$ cat src/ctl_pkg.sv
// Function
// - four-bit line selector in bits 0..3 picks line for later loads
// - bits 4 and 5 supply address bits 16 and 17 of loaded address
// - bits 4 and 5 read back last written value, not line storage
// - bit 6 enables receiver alarm interrupt from bit 7
// - bit 7 set when queue fill exceeds alarm level
// - alarm and overflow flags writable only in maintenance mode
// - writing one to bit 8 clears bit 10; bit 8 self-clears
// - bit 9 set means maintenance mode
// - bit 10 set on bus master transfer timeout; bit 13 gates its interrupt and that of bit 15
// - bit 10 read-only except in maintenance mode
// - bit 11 drives device-wide initialize, clearing queue, lines and registers
// - bit 12 enables overflow interrupt from bit 14
// - bit 13 gates interrupts from bits 10 and 15
// - bit 14 set when scanner finds character but queue full
// - bit 15 set when bus master fetch brings byte count to zero
// - bit 15 set by fetch_done_zero in any cycle except one where bit 11 is set; the set wins over a same-cycle write
// - byte and word writes both accepted
package ctl_pkg;
    localparam logic [11:0] CTL_OFFSET = 12'h000;
    localparam logic [15:0] CTL_RESET = 16'h0000;
    localparam int SEL_LSB = 0;
    localparam int EXT_LSB = 4;
    localparam int RX_IE = 6;
    localparam int RX_ALARM = 7;
    localparam int CLR_NXM = 8;
    localparam int MAINT = 9;
    localparam int NXM = 10;
    localparam int MCLR = 11;
    localparam int OVF_IE = 12;
    localparam int TX_IE = 13;
    localparam int OVF = 14;
    localparam int TX_DONE = 15;
    localparam int CLK_MHZ = 250;
    localparam int NXM_TIMEOUT_US = 20;
    localparam int NXM_CYCLES = NXM_TIMEOUT_US * CLK_MHZ;
    localparam int CNT_W = 13;
endpackage : ctl_pkg

$ cat src/line_select_control.sv
// The register offsets and the APB slave port were chosen for this implementation.
`timescale 1ns/10ps
module line_select_control #(
    parameter int NXM_CYC = ctl_pkg::NXM_CYCLES
) (
    // apb slave
    input wire logic pclk,
    input wire logic presetn,
    input wire logic psel,
    input wire logic penable,
    input wire logic pwrite,
    input wire logic [11:0] paddr,
    input wire logic [31:0] pwdata,
    input wire logic [3:0] pstrb,
    output logic [31:0] prdata,
    output logic pready,
    output logic pslverr,
    // events from the rest of the device
    input wire logic [7:0] queue_count,
    input wire logic [7:0] alarm_level,
    input wire logic queue_full_drop,
    input wire logic xfer_start,
    input wire logic xfer_ack,
    input wire logic fetch_done_zero,
    // outputs to the rest of the device
    output logic [3:0] line_sel,
    output logic [1:0] addr_ext,
    output logic maint_mode,
    output logic init_pulse,
    output logic xfer_timeout,
    output logic rx_irq,
    output logic ovf_irq,
    output logic tx_irq
);
    import ctl_pkg::*;

    ////////////////////////////////////////////////////////////////////
    logic [15:0] ctl_q;
    logic [CNT_W-1:0] wait_q;
    logic wait_busy_q;
    logic wr_acc;
    logic hit;
    logic lo_we;
    logic hi_we;
    logic nxm_timeout;
    logic alarm_ev;

    // strobe means byte lane enabled, word write enables both
    function automatic logic lane(input logic [3:0] s, input int i);
        return s[i];
    endfunction : lane

    assign hit = (paddr == CTL_OFFSET);
    assign wr_acc = psel && penable && pwrite && hit;
    assign lo_we = wr_acc && lane(pstrb, 0);
    assign hi_we = wr_acc && lane(pstrb, 1);
    assign alarm_ev = queue_count > alarm_level;
    assign nxm_timeout = wait_busy_q && !xfer_ack && (wait_q == CNT_W'(NXM_CYC - 1));

    ////////////////////////////////////////////////////////////////////
    // zero wait state slave; unmapped addresses error, read zero
    always_ff @(posedge pclk or negedge presetn) begin
        if (!presetn) begin
            pready <= 1'b0;
            pslverr <= 1'b0;
            prdata <= 32'h0000_0000;
        end else begin
            pready <= psel && !penable;
            pslverr <= psel && !penable && !hit;
            if (psel && !penable && !pwrite && hit) begin
                prdata <= {16'h0000, ctl_q};
            end else begin
                // unmapped reads and idle cycles must not leak stale data
                prdata <= 32'h0000_0000;
            end
        end
    end

    ////////////////////////////////////////////////////////////////////
    // bus master wait counter; ack or timeout ends the wait
    always_ff @(posedge pclk or negedge presetn) begin
        if (!presetn) begin
            wait_q <= '0;
            wait_busy_q <= 1'b0;
        end else if (ctl_q[MCLR]) begin
            wait_q <= '0;
            wait_busy_q <= 1'b0;
        end else if (xfer_start) begin
            wait_q <= '0;
            wait_busy_q <= 1'b1;
        end else if (xfer_ack || nxm_timeout) begin
            wait_busy_q <= 1'b0;
        end else if (wait_busy_q) begin
            wait_q <= wait_q + CNT_W'(1);
        end
    end

    ////////////////////////////////////////////////////////////////////
    // control register; hardware sets win over software writes
    always_ff @(posedge pclk or negedge presetn) begin
        if (!presetn) begin
            ctl_q <= CTL_RESET;
        end else if (ctl_q[MCLR]) begin
            ctl_q <= CTL_RESET;
        end else begin
            if (lo_we) begin
                ctl_q[3:0] <= pwdata[3:0];
                ctl_q[5:4] <= pwdata[5:4];
                ctl_q[RX_IE] <= pwdata[RX_IE];
                if (ctl_q[MAINT]) begin
                    ctl_q[RX_ALARM] <= pwdata[RX_ALARM];
                end
            end
            if (hi_we) begin
                ctl_q[MAINT] <= pwdata[MAINT];
                ctl_q[MCLR] <= pwdata[MCLR];
                ctl_q[OVF_IE] <= pwdata[OVF_IE];
                ctl_q[TX_IE] <= pwdata[TX_IE];
                ctl_q[TX_DONE] <= pwdata[TX_DONE];
                if (ctl_q[MAINT]) begin
                    ctl_q[NXM] <= pwdata[NXM];
                    ctl_q[OVF] <= pwdata[OVF];
                end
                if (pwdata[CLR_NXM]) begin
                    ctl_q[NXM] <= 1'b0;
                end
            end
            // bit 8 never stores, so it always reads zero
            ctl_q[CLR_NXM] <= 1'b0;
            if (alarm_ev) begin
                ctl_q[RX_ALARM] <= 1'b1;
            end
            if (queue_full_drop) begin
                ctl_q[OVF] <= 1'b1;
            end
            if (nxm_timeout) begin
                ctl_q[NXM] <= 1'b1;
            end
            if (fetch_done_zero) begin
                ctl_q[TX_DONE] <= 1'b1;
            end
        end
    end

    ////////////////////////////////////////////////////////////////////
    // registered outputs toward the device
    always_ff @(posedge pclk or negedge presetn) begin
        if (!presetn) begin
            line_sel <= 4'h0;
            addr_ext <= 2'h0;
            maint_mode <= 1'b0;
            init_pulse <= 1'b0;
            xfer_timeout <= 1'b0;
            rx_irq <= 1'b0;
            ovf_irq <= 1'b0;
            tx_irq <= 1'b0;
        end else begin
            line_sel <= ctl_q[3:0];
            addr_ext <= ctl_q[5:4];
            maint_mode <= ctl_q[MAINT];
            init_pulse <= ctl_q[MCLR];
            xfer_timeout <= nxm_timeout;
            rx_irq <= ctl_q[RX_ALARM] && ctl_q[RX_IE];
            ovf_irq <= ctl_q[OVF] && ctl_q[OVF_IE];
            tx_irq <= (ctl_q[NXM] || ctl_q[TX_DONE]) && ctl_q[TX_IE];
        end
    end
endmodule : line_select_control

$ cat config.mk
export PLATFORM = sky130hd
export DESIGN_NAME = line_select_control
export DESIGN_NICKNAME = d
export VERILOG_FILES = /design/src/ctl_pkg.sv /design/src/line_select_control.sv
export SDC_FILE = /design/constraint.sdc
export NUM_CORES = 1
export LEC_CHECK = 0
export BUFFER_PORTS_ARGS = -buffer_cell sky130_fd_sc_hd__buf_2
export CAP_MARGIN = 15
export CORE_MARGIN = 2
export CORE_UTILIZATION = 50
export CTS_CLUSTER_SIZE = 14
export DETAILED_ROUTE_END_ITERATION = 7
export GPL_TIMING_DRIVEN = 0
export PLACE_DENSITY = 0.87
export SETUP_SLACK_MARGIN = 0.05
export SLEW_MARGIN = 20
export SYNTH_ARGS = -nofsm -noshare
export SYNTH_HDL_FRONTEND = slang
export SYNTH_SLANG_ARGS = --single-unit
$ cat constraint.sdc
create_clock -name pclk -period 2.39 [get_ports pclk]
set_input_delay 0.1195 -clock pclk [delete_from_list [all_inputs] [get_ports pclk]]
set_output_delay 0.1195 -clock pclk [all_outputs]
set_load 0.02 [all_outputs]
* Yosys cells after proc, flatten, opt, wreduce, memory -nomap -nowiden
Cells that the tools add are included. Widths: inputs -> output; s select.
Word-level totals: register bits after elaboration 76, output and inout bits 46, bits of input ports 73, logic and storage cells 79
Cells by class: mux-type cells 19, reductions and logical operators 36, $lt $le $gt $ge 1, equality and inequality tests 2, add/sub/neg operators 1
Operator list (count):
- $mux 13 | 4
- $mux 16 | 2
- $reduce_bool 3->1 | 8
- $logic_and 1x1->1 | 14
- $add 13x1->13 const B | 1
- $eq 13x13->1 const B | 1
- $logic_not 12->1 | 1
- $mux 1 | 11
- $gt 8x8->1 | 1
- $mux 8 | 1
- $reduce_and 2->1 | 4
- $mux 7 | 1
- $logic_not 1->1 | 4
- $reduce_bool 2->1 | 2
- $reduce_bool 4->1 | 1
- $ne 3x3->1 const B | 1
- $logic_or 1x1->1 | 2

* Depth between registers and ports, before layout
word-level depth 7, gate-level depth with buffers 7, gate-level depth less buffers 7

* Worst setup path before layout
OpenSTA, ideal clock, no wires.
kind input to register, start point in paddr[1], end point reg ctl_q[0], data arrival time 1.433 ns, required time 2.258 ns, buffers on the path 1, setup slack 0.825 ns, library setup time 0.132 ns, cell stages on the path 5, cell sequence or4_4 buf_6 nor3_4 mux2i_1 nor2_1
Between the ends: cells in the longest elaborated chain, start to end 4
RTL lines:
- from (decl) | line line_select_control.sv:12 | input wire logic [11:0] paddr,
- $logic_not 12->1 | line line_select_control.sv:53 | assign hit = (paddr == CTL_OFFSET);
- $logic_and 1x1->1 | line line_select_control.sv:54 | assign wr_acc = psel && penable && pwrite && hit;
- $logic_and 1x1->1 | line line_select_control.sv:55 | assign lo_we = wr_acc && lane(pstrb, 0);
- $reduce_bool 2->1 (no source line)
- to (signal assigned) | line line_select_control.sv:107 | ctl_q[3:0] <= pwdata[3:0];
- to (signal, indexed assignment) | line line_select_control.sv:109 | ctl_q[RX_IE] <= pwdata[RX_IE];
- to (signal, indexed assignment) | line line_select_control.sv:111 | ctl_q[RX_ALARM] <= pwdata[RX_ALARM];
- to (decl) | line line_select_control.sv:38 | logic [15:0] ctl_q;
Every way passes these cells. A chain may end at the register's enable or synchronous reset.

* Final worst setup path
start point reg wait_q[0], end point reg wait_q[12]
Between the ends: cells in the longest elaborated chain, start to end 5, elaborated cells on any way between the ends 10, those cells by class add/sub: 1; eq/ne: 2; mux: 4; reduce/logical: 3
RTL lines:
- from (decl) | line line_select_control.sv:39 | logic [CNT_W-1:0] wait_q;
- from (signal assigned) | line line_select_control.sv:94 | wait_q <= wait_q + CNT_W'(1);
- $add 13x1->13 or $eq 13x13->1 (tied branches) | line line_select_control.sv:94, line_select_control.sv:58
- $mux 13 or $logic_and 1x1->1 (tied branches) | line line_select_control.sv:93, line_select_control.sv:58
- $mux 13 or $logic_or 1x1->1 (tied branches) | line line_select_control.sv:91 | end else if (xfer_ack || nxm_timeout) begin
- $mux 13 or $ne 3x3->1 (tied branches)
- $mux 13 or $reduce_and 2->1 (tied branches)
Parallel ways exist; a longest one is shown, timed or not. The select of a mux whose other input is x is not followed.

==> results.yml <==
status:
  status: "completed"
timing:
  rsz0062_at_grt: "no"
  finalSetupViolations: 0
  fmax_ghz: 0.617
  slew_headroom_pct: 52.9
  max_slew.worst_pin.slew_ns: 0.706
  hold_viol: 0
  hold_slack_ns: 0.0116
  maxSlewViolCount: 0
  skew_ns: 0.00496
  fin_tns_setup_ns: 0
  layout_setup_ws_ns: 0.770
  fin_crit_sh_pct: 67.8
  layout_min_cycle_time_ns: 1.62
synth:
  ys_warn_count: 0
  synth_edf_count: 0
  avgSynthCellArea_um2: 11.1
  synth_area_um2: 2640
  ys_types: 37
  synthFlopType: "dfrtp_1"
  yosysSeqAreaShare_pct: 55.0
  async_flop_share_pct: 100
  synth-seq-cells: 58
  syn_inst: 239
finish:
  insertedDiodeCount: 0
  area_growth_pct: 29.7
  multiInputGateArea_um2: 1050
  final_util_pct: 67.1
  layout_common_cells: "buf_2, dfrtp_1, nor2_1"
  regArea_um2: 1450
  instances_no_fill: 426
  fillers: 391
  final_common_cell: "buf_2"
  drive_above_1_share_pct: 33.7
  fin_nets: 433
worst_setup_path:
  critPathCaptureType: "flop"
  cp_max_fo: 5
  worstSetupPathType: "reg2reg"
  required_ns: 2.65
  arrival_ns: 1.88
  r2r_cells: 5
  worstReg2RegStart: "wait_q[0]$_DFFE_PN0P_"
  crit_path_start_kind: "flop"
  timing.rr.end: "wait_q[12]$_DFFE_PN0P_"
  rrSetupSlack_ns: 0.77
drt:
  ant_nets: 0
  vias_per_cell: 4.90
  route.detailed.drc: 0
  wl_met3_um: 383
  drt_iter0_drc: 107
  vias: 2087
  top_layer_used: "met4"
  post_drt_wl_per_cell_um: 12.5
  dr_wl_met2_mm: 2.60
  dr.pass1.iters: 4
  met1Wirelength_mm: 2.20
  wirelength_mm: 5.34
placement:
  dp_cells: 408
  pre_cts_ws_ns: 0.482
  gp_congestion: 0.790
  portBuffers: 83
  hpwl_mm: 3.95
pwr:
  irDropWorstVdd_mv: 0.313
  power.leakage_nw: 1.87
  power_density_nw_per_um2: 600
floorplanning:
  coreArea_um2: 5110
  die_x_um: 76.7
  num_rows: 26
  die_y_um: 76.7
  start_util_pct: 51.7
  ios: 119
  dieArea_um2: 5880
clocking:
  h-tree-depth: 3
  clkTransAtPathRegs_ns: 0.06
  clock_latency_ns: 0.33
  cts_setup_buffers: 0
  clockRootBuffer: "clkbuf_8"
  cts_tree: "done"
  post_cts_resized: 0
  clock_path_buffers: 2
  hold_buffers: 2
  clkSinkCount: 58
  cts_buffers: 9
job:
  maxCapViolations: 0
grt:
  grtUsageTotal_pct: 20.0
  grt_antenna_before_repair: 0
  grt_pass1_wl_mm: 9.07
  first_global_vias: 1988
  grt_max_degree: 59
  grt_overflow: 0
min_path:
  whs_endpoint: "ctl_q[15]$_DFFE_PN0P_"
  hold-path-cell-count: 3
  hp-start: "fetch_done_zero"
  hold_class: "in2reg"
## cells in the mapped netlist, types with 2 or more instances
library cell / instances / area (µm²)
dfrtp_1: 58 / 1450
nor2_1: 25 / 93.8
and2_1: 18 / 113
buf_4: 17 / 128
a21oi_1: 12 / 60.1
inv_1: 11 / 41.3
mux2i_1: 11 / 110
ha_1: 9 / 113
nand3_1: 9 / 45.0
nand2_1: 7 / 26.3
nand4_1: 7 / 43.8
xor2_1: 6 / 52.6
and3_1: 5 / 31.3
clkbuf_1: 5 / 18.8
nor2b_1: 4 / 25.0
o21ai_0: 4 / 20.0
or3_1: 4 / 25.0
nor4_1: 3 / 18.8
a211oi_1: 2 / 15.0
nor3_1: 2 / 10.0
nor3_4: 2 / 32.5
o211ai_1: 2 / 15.0
xnor2_1: 2 / 17.5
## worst max-delay path: stages, from the launching register on
cell and delay [ns]:
dfrtp_1 0.39, ha_1 0.18, and2_1 0.21, nand4_1 0.22, or3_1 0.40, a21oi_1 0.14
## through the flow
| stage | area [µm²] | power, mW |
|---|---|---|
| floorplan | 2700 | 1.10 |
| global placement | 3200 | 1.17 |
| detailed placement | 3210 | 1.18 |
| CTS | 3420 | 2.07 |
| global route | 3420 | 2.14 |
| finish | 3420 | 2.05 |
## power by group
part / internal [mW] / switching (mW)
combinational: 0.0772 / 0.0937
sequential: 0.988 / 0.00366
clock: 0.538 / 0.354
total: 1.60 / 0.451
## sequential cells by signal, indices dropped and copies added (netlist names)
register / flops
wait_q: 13
pready: 1
ctl_q: 15
maint_mode: 1
wait_busy_q: 1
pslverr: 1
ovf_irq: 1
init_pulse: 1
tx_irq: 1
prdata: 15
rx_irq: 1
addr_ext: 2
xfer_timeout: 1
line_sel: 4
## final cells by class
cell class / instances / share of cell area (%)
buffer: 23 / 4.60
sequential: 58 / 42.4
tap: 70 / 2.56
clock buffer: 14 / 4.75
multi-input combinational: 163 / 30.7
timing repair buffer: 85 / 12.8
clock inverter: 2 / 1.02
inverter: 11 / 1.21
## cells by family (layout without fill, tap and decap cells)
family          after synthesis  after routing  synth area share, %
simple gates                 94             94                 20.8
other cells                   1             17                0.142
xor+xnor                      8              8                 2.65
flops                        58             58                 55.0
compound gates               24             24                 5.45
fa+ha+maj                     9              9                 4.26
mux                          11             11                 4.17
buf+inv                      34            135                 7.53
## layer usage
| layer | global-route usage [%] | up-vias |
|---|---|---|
| met5 | 0 | - |
| met4 | 10.2 | 0 |
| met3 | 6.82 | 16 |
| met2 | 31.3 | 80 |
| met1 | 24.6 | 981 |
| li1 | - | 1010 |
## how the worst max path moves through the flow
stage                     startpoint  cells past startpoint                     end  slack, ns
3_3_place_gp                paddr[1]                      6    prdata[11]$_DFF_PN0_       0.51
6_report       wait_q[0]$_DFFE_PN0P_                      5  wait_q[12]$_DFFE_PN0P_       0.77
3_5_place_dp                paddr[1]                      6    ctl_q[6]$_DFFE_PN0P_       0.48
5_1_grt                      penable                      6    prdata[11]$_DFF_PN0_       0.67
2_1_floorplan               paddr[1]                      5    ctl_q[0]$_DFFE_PN0P_       0.83
4_1_cts                      penable                      6    prdata[11]$_DFF_PN0_       0.72
(Power assumes the default switching activity.)
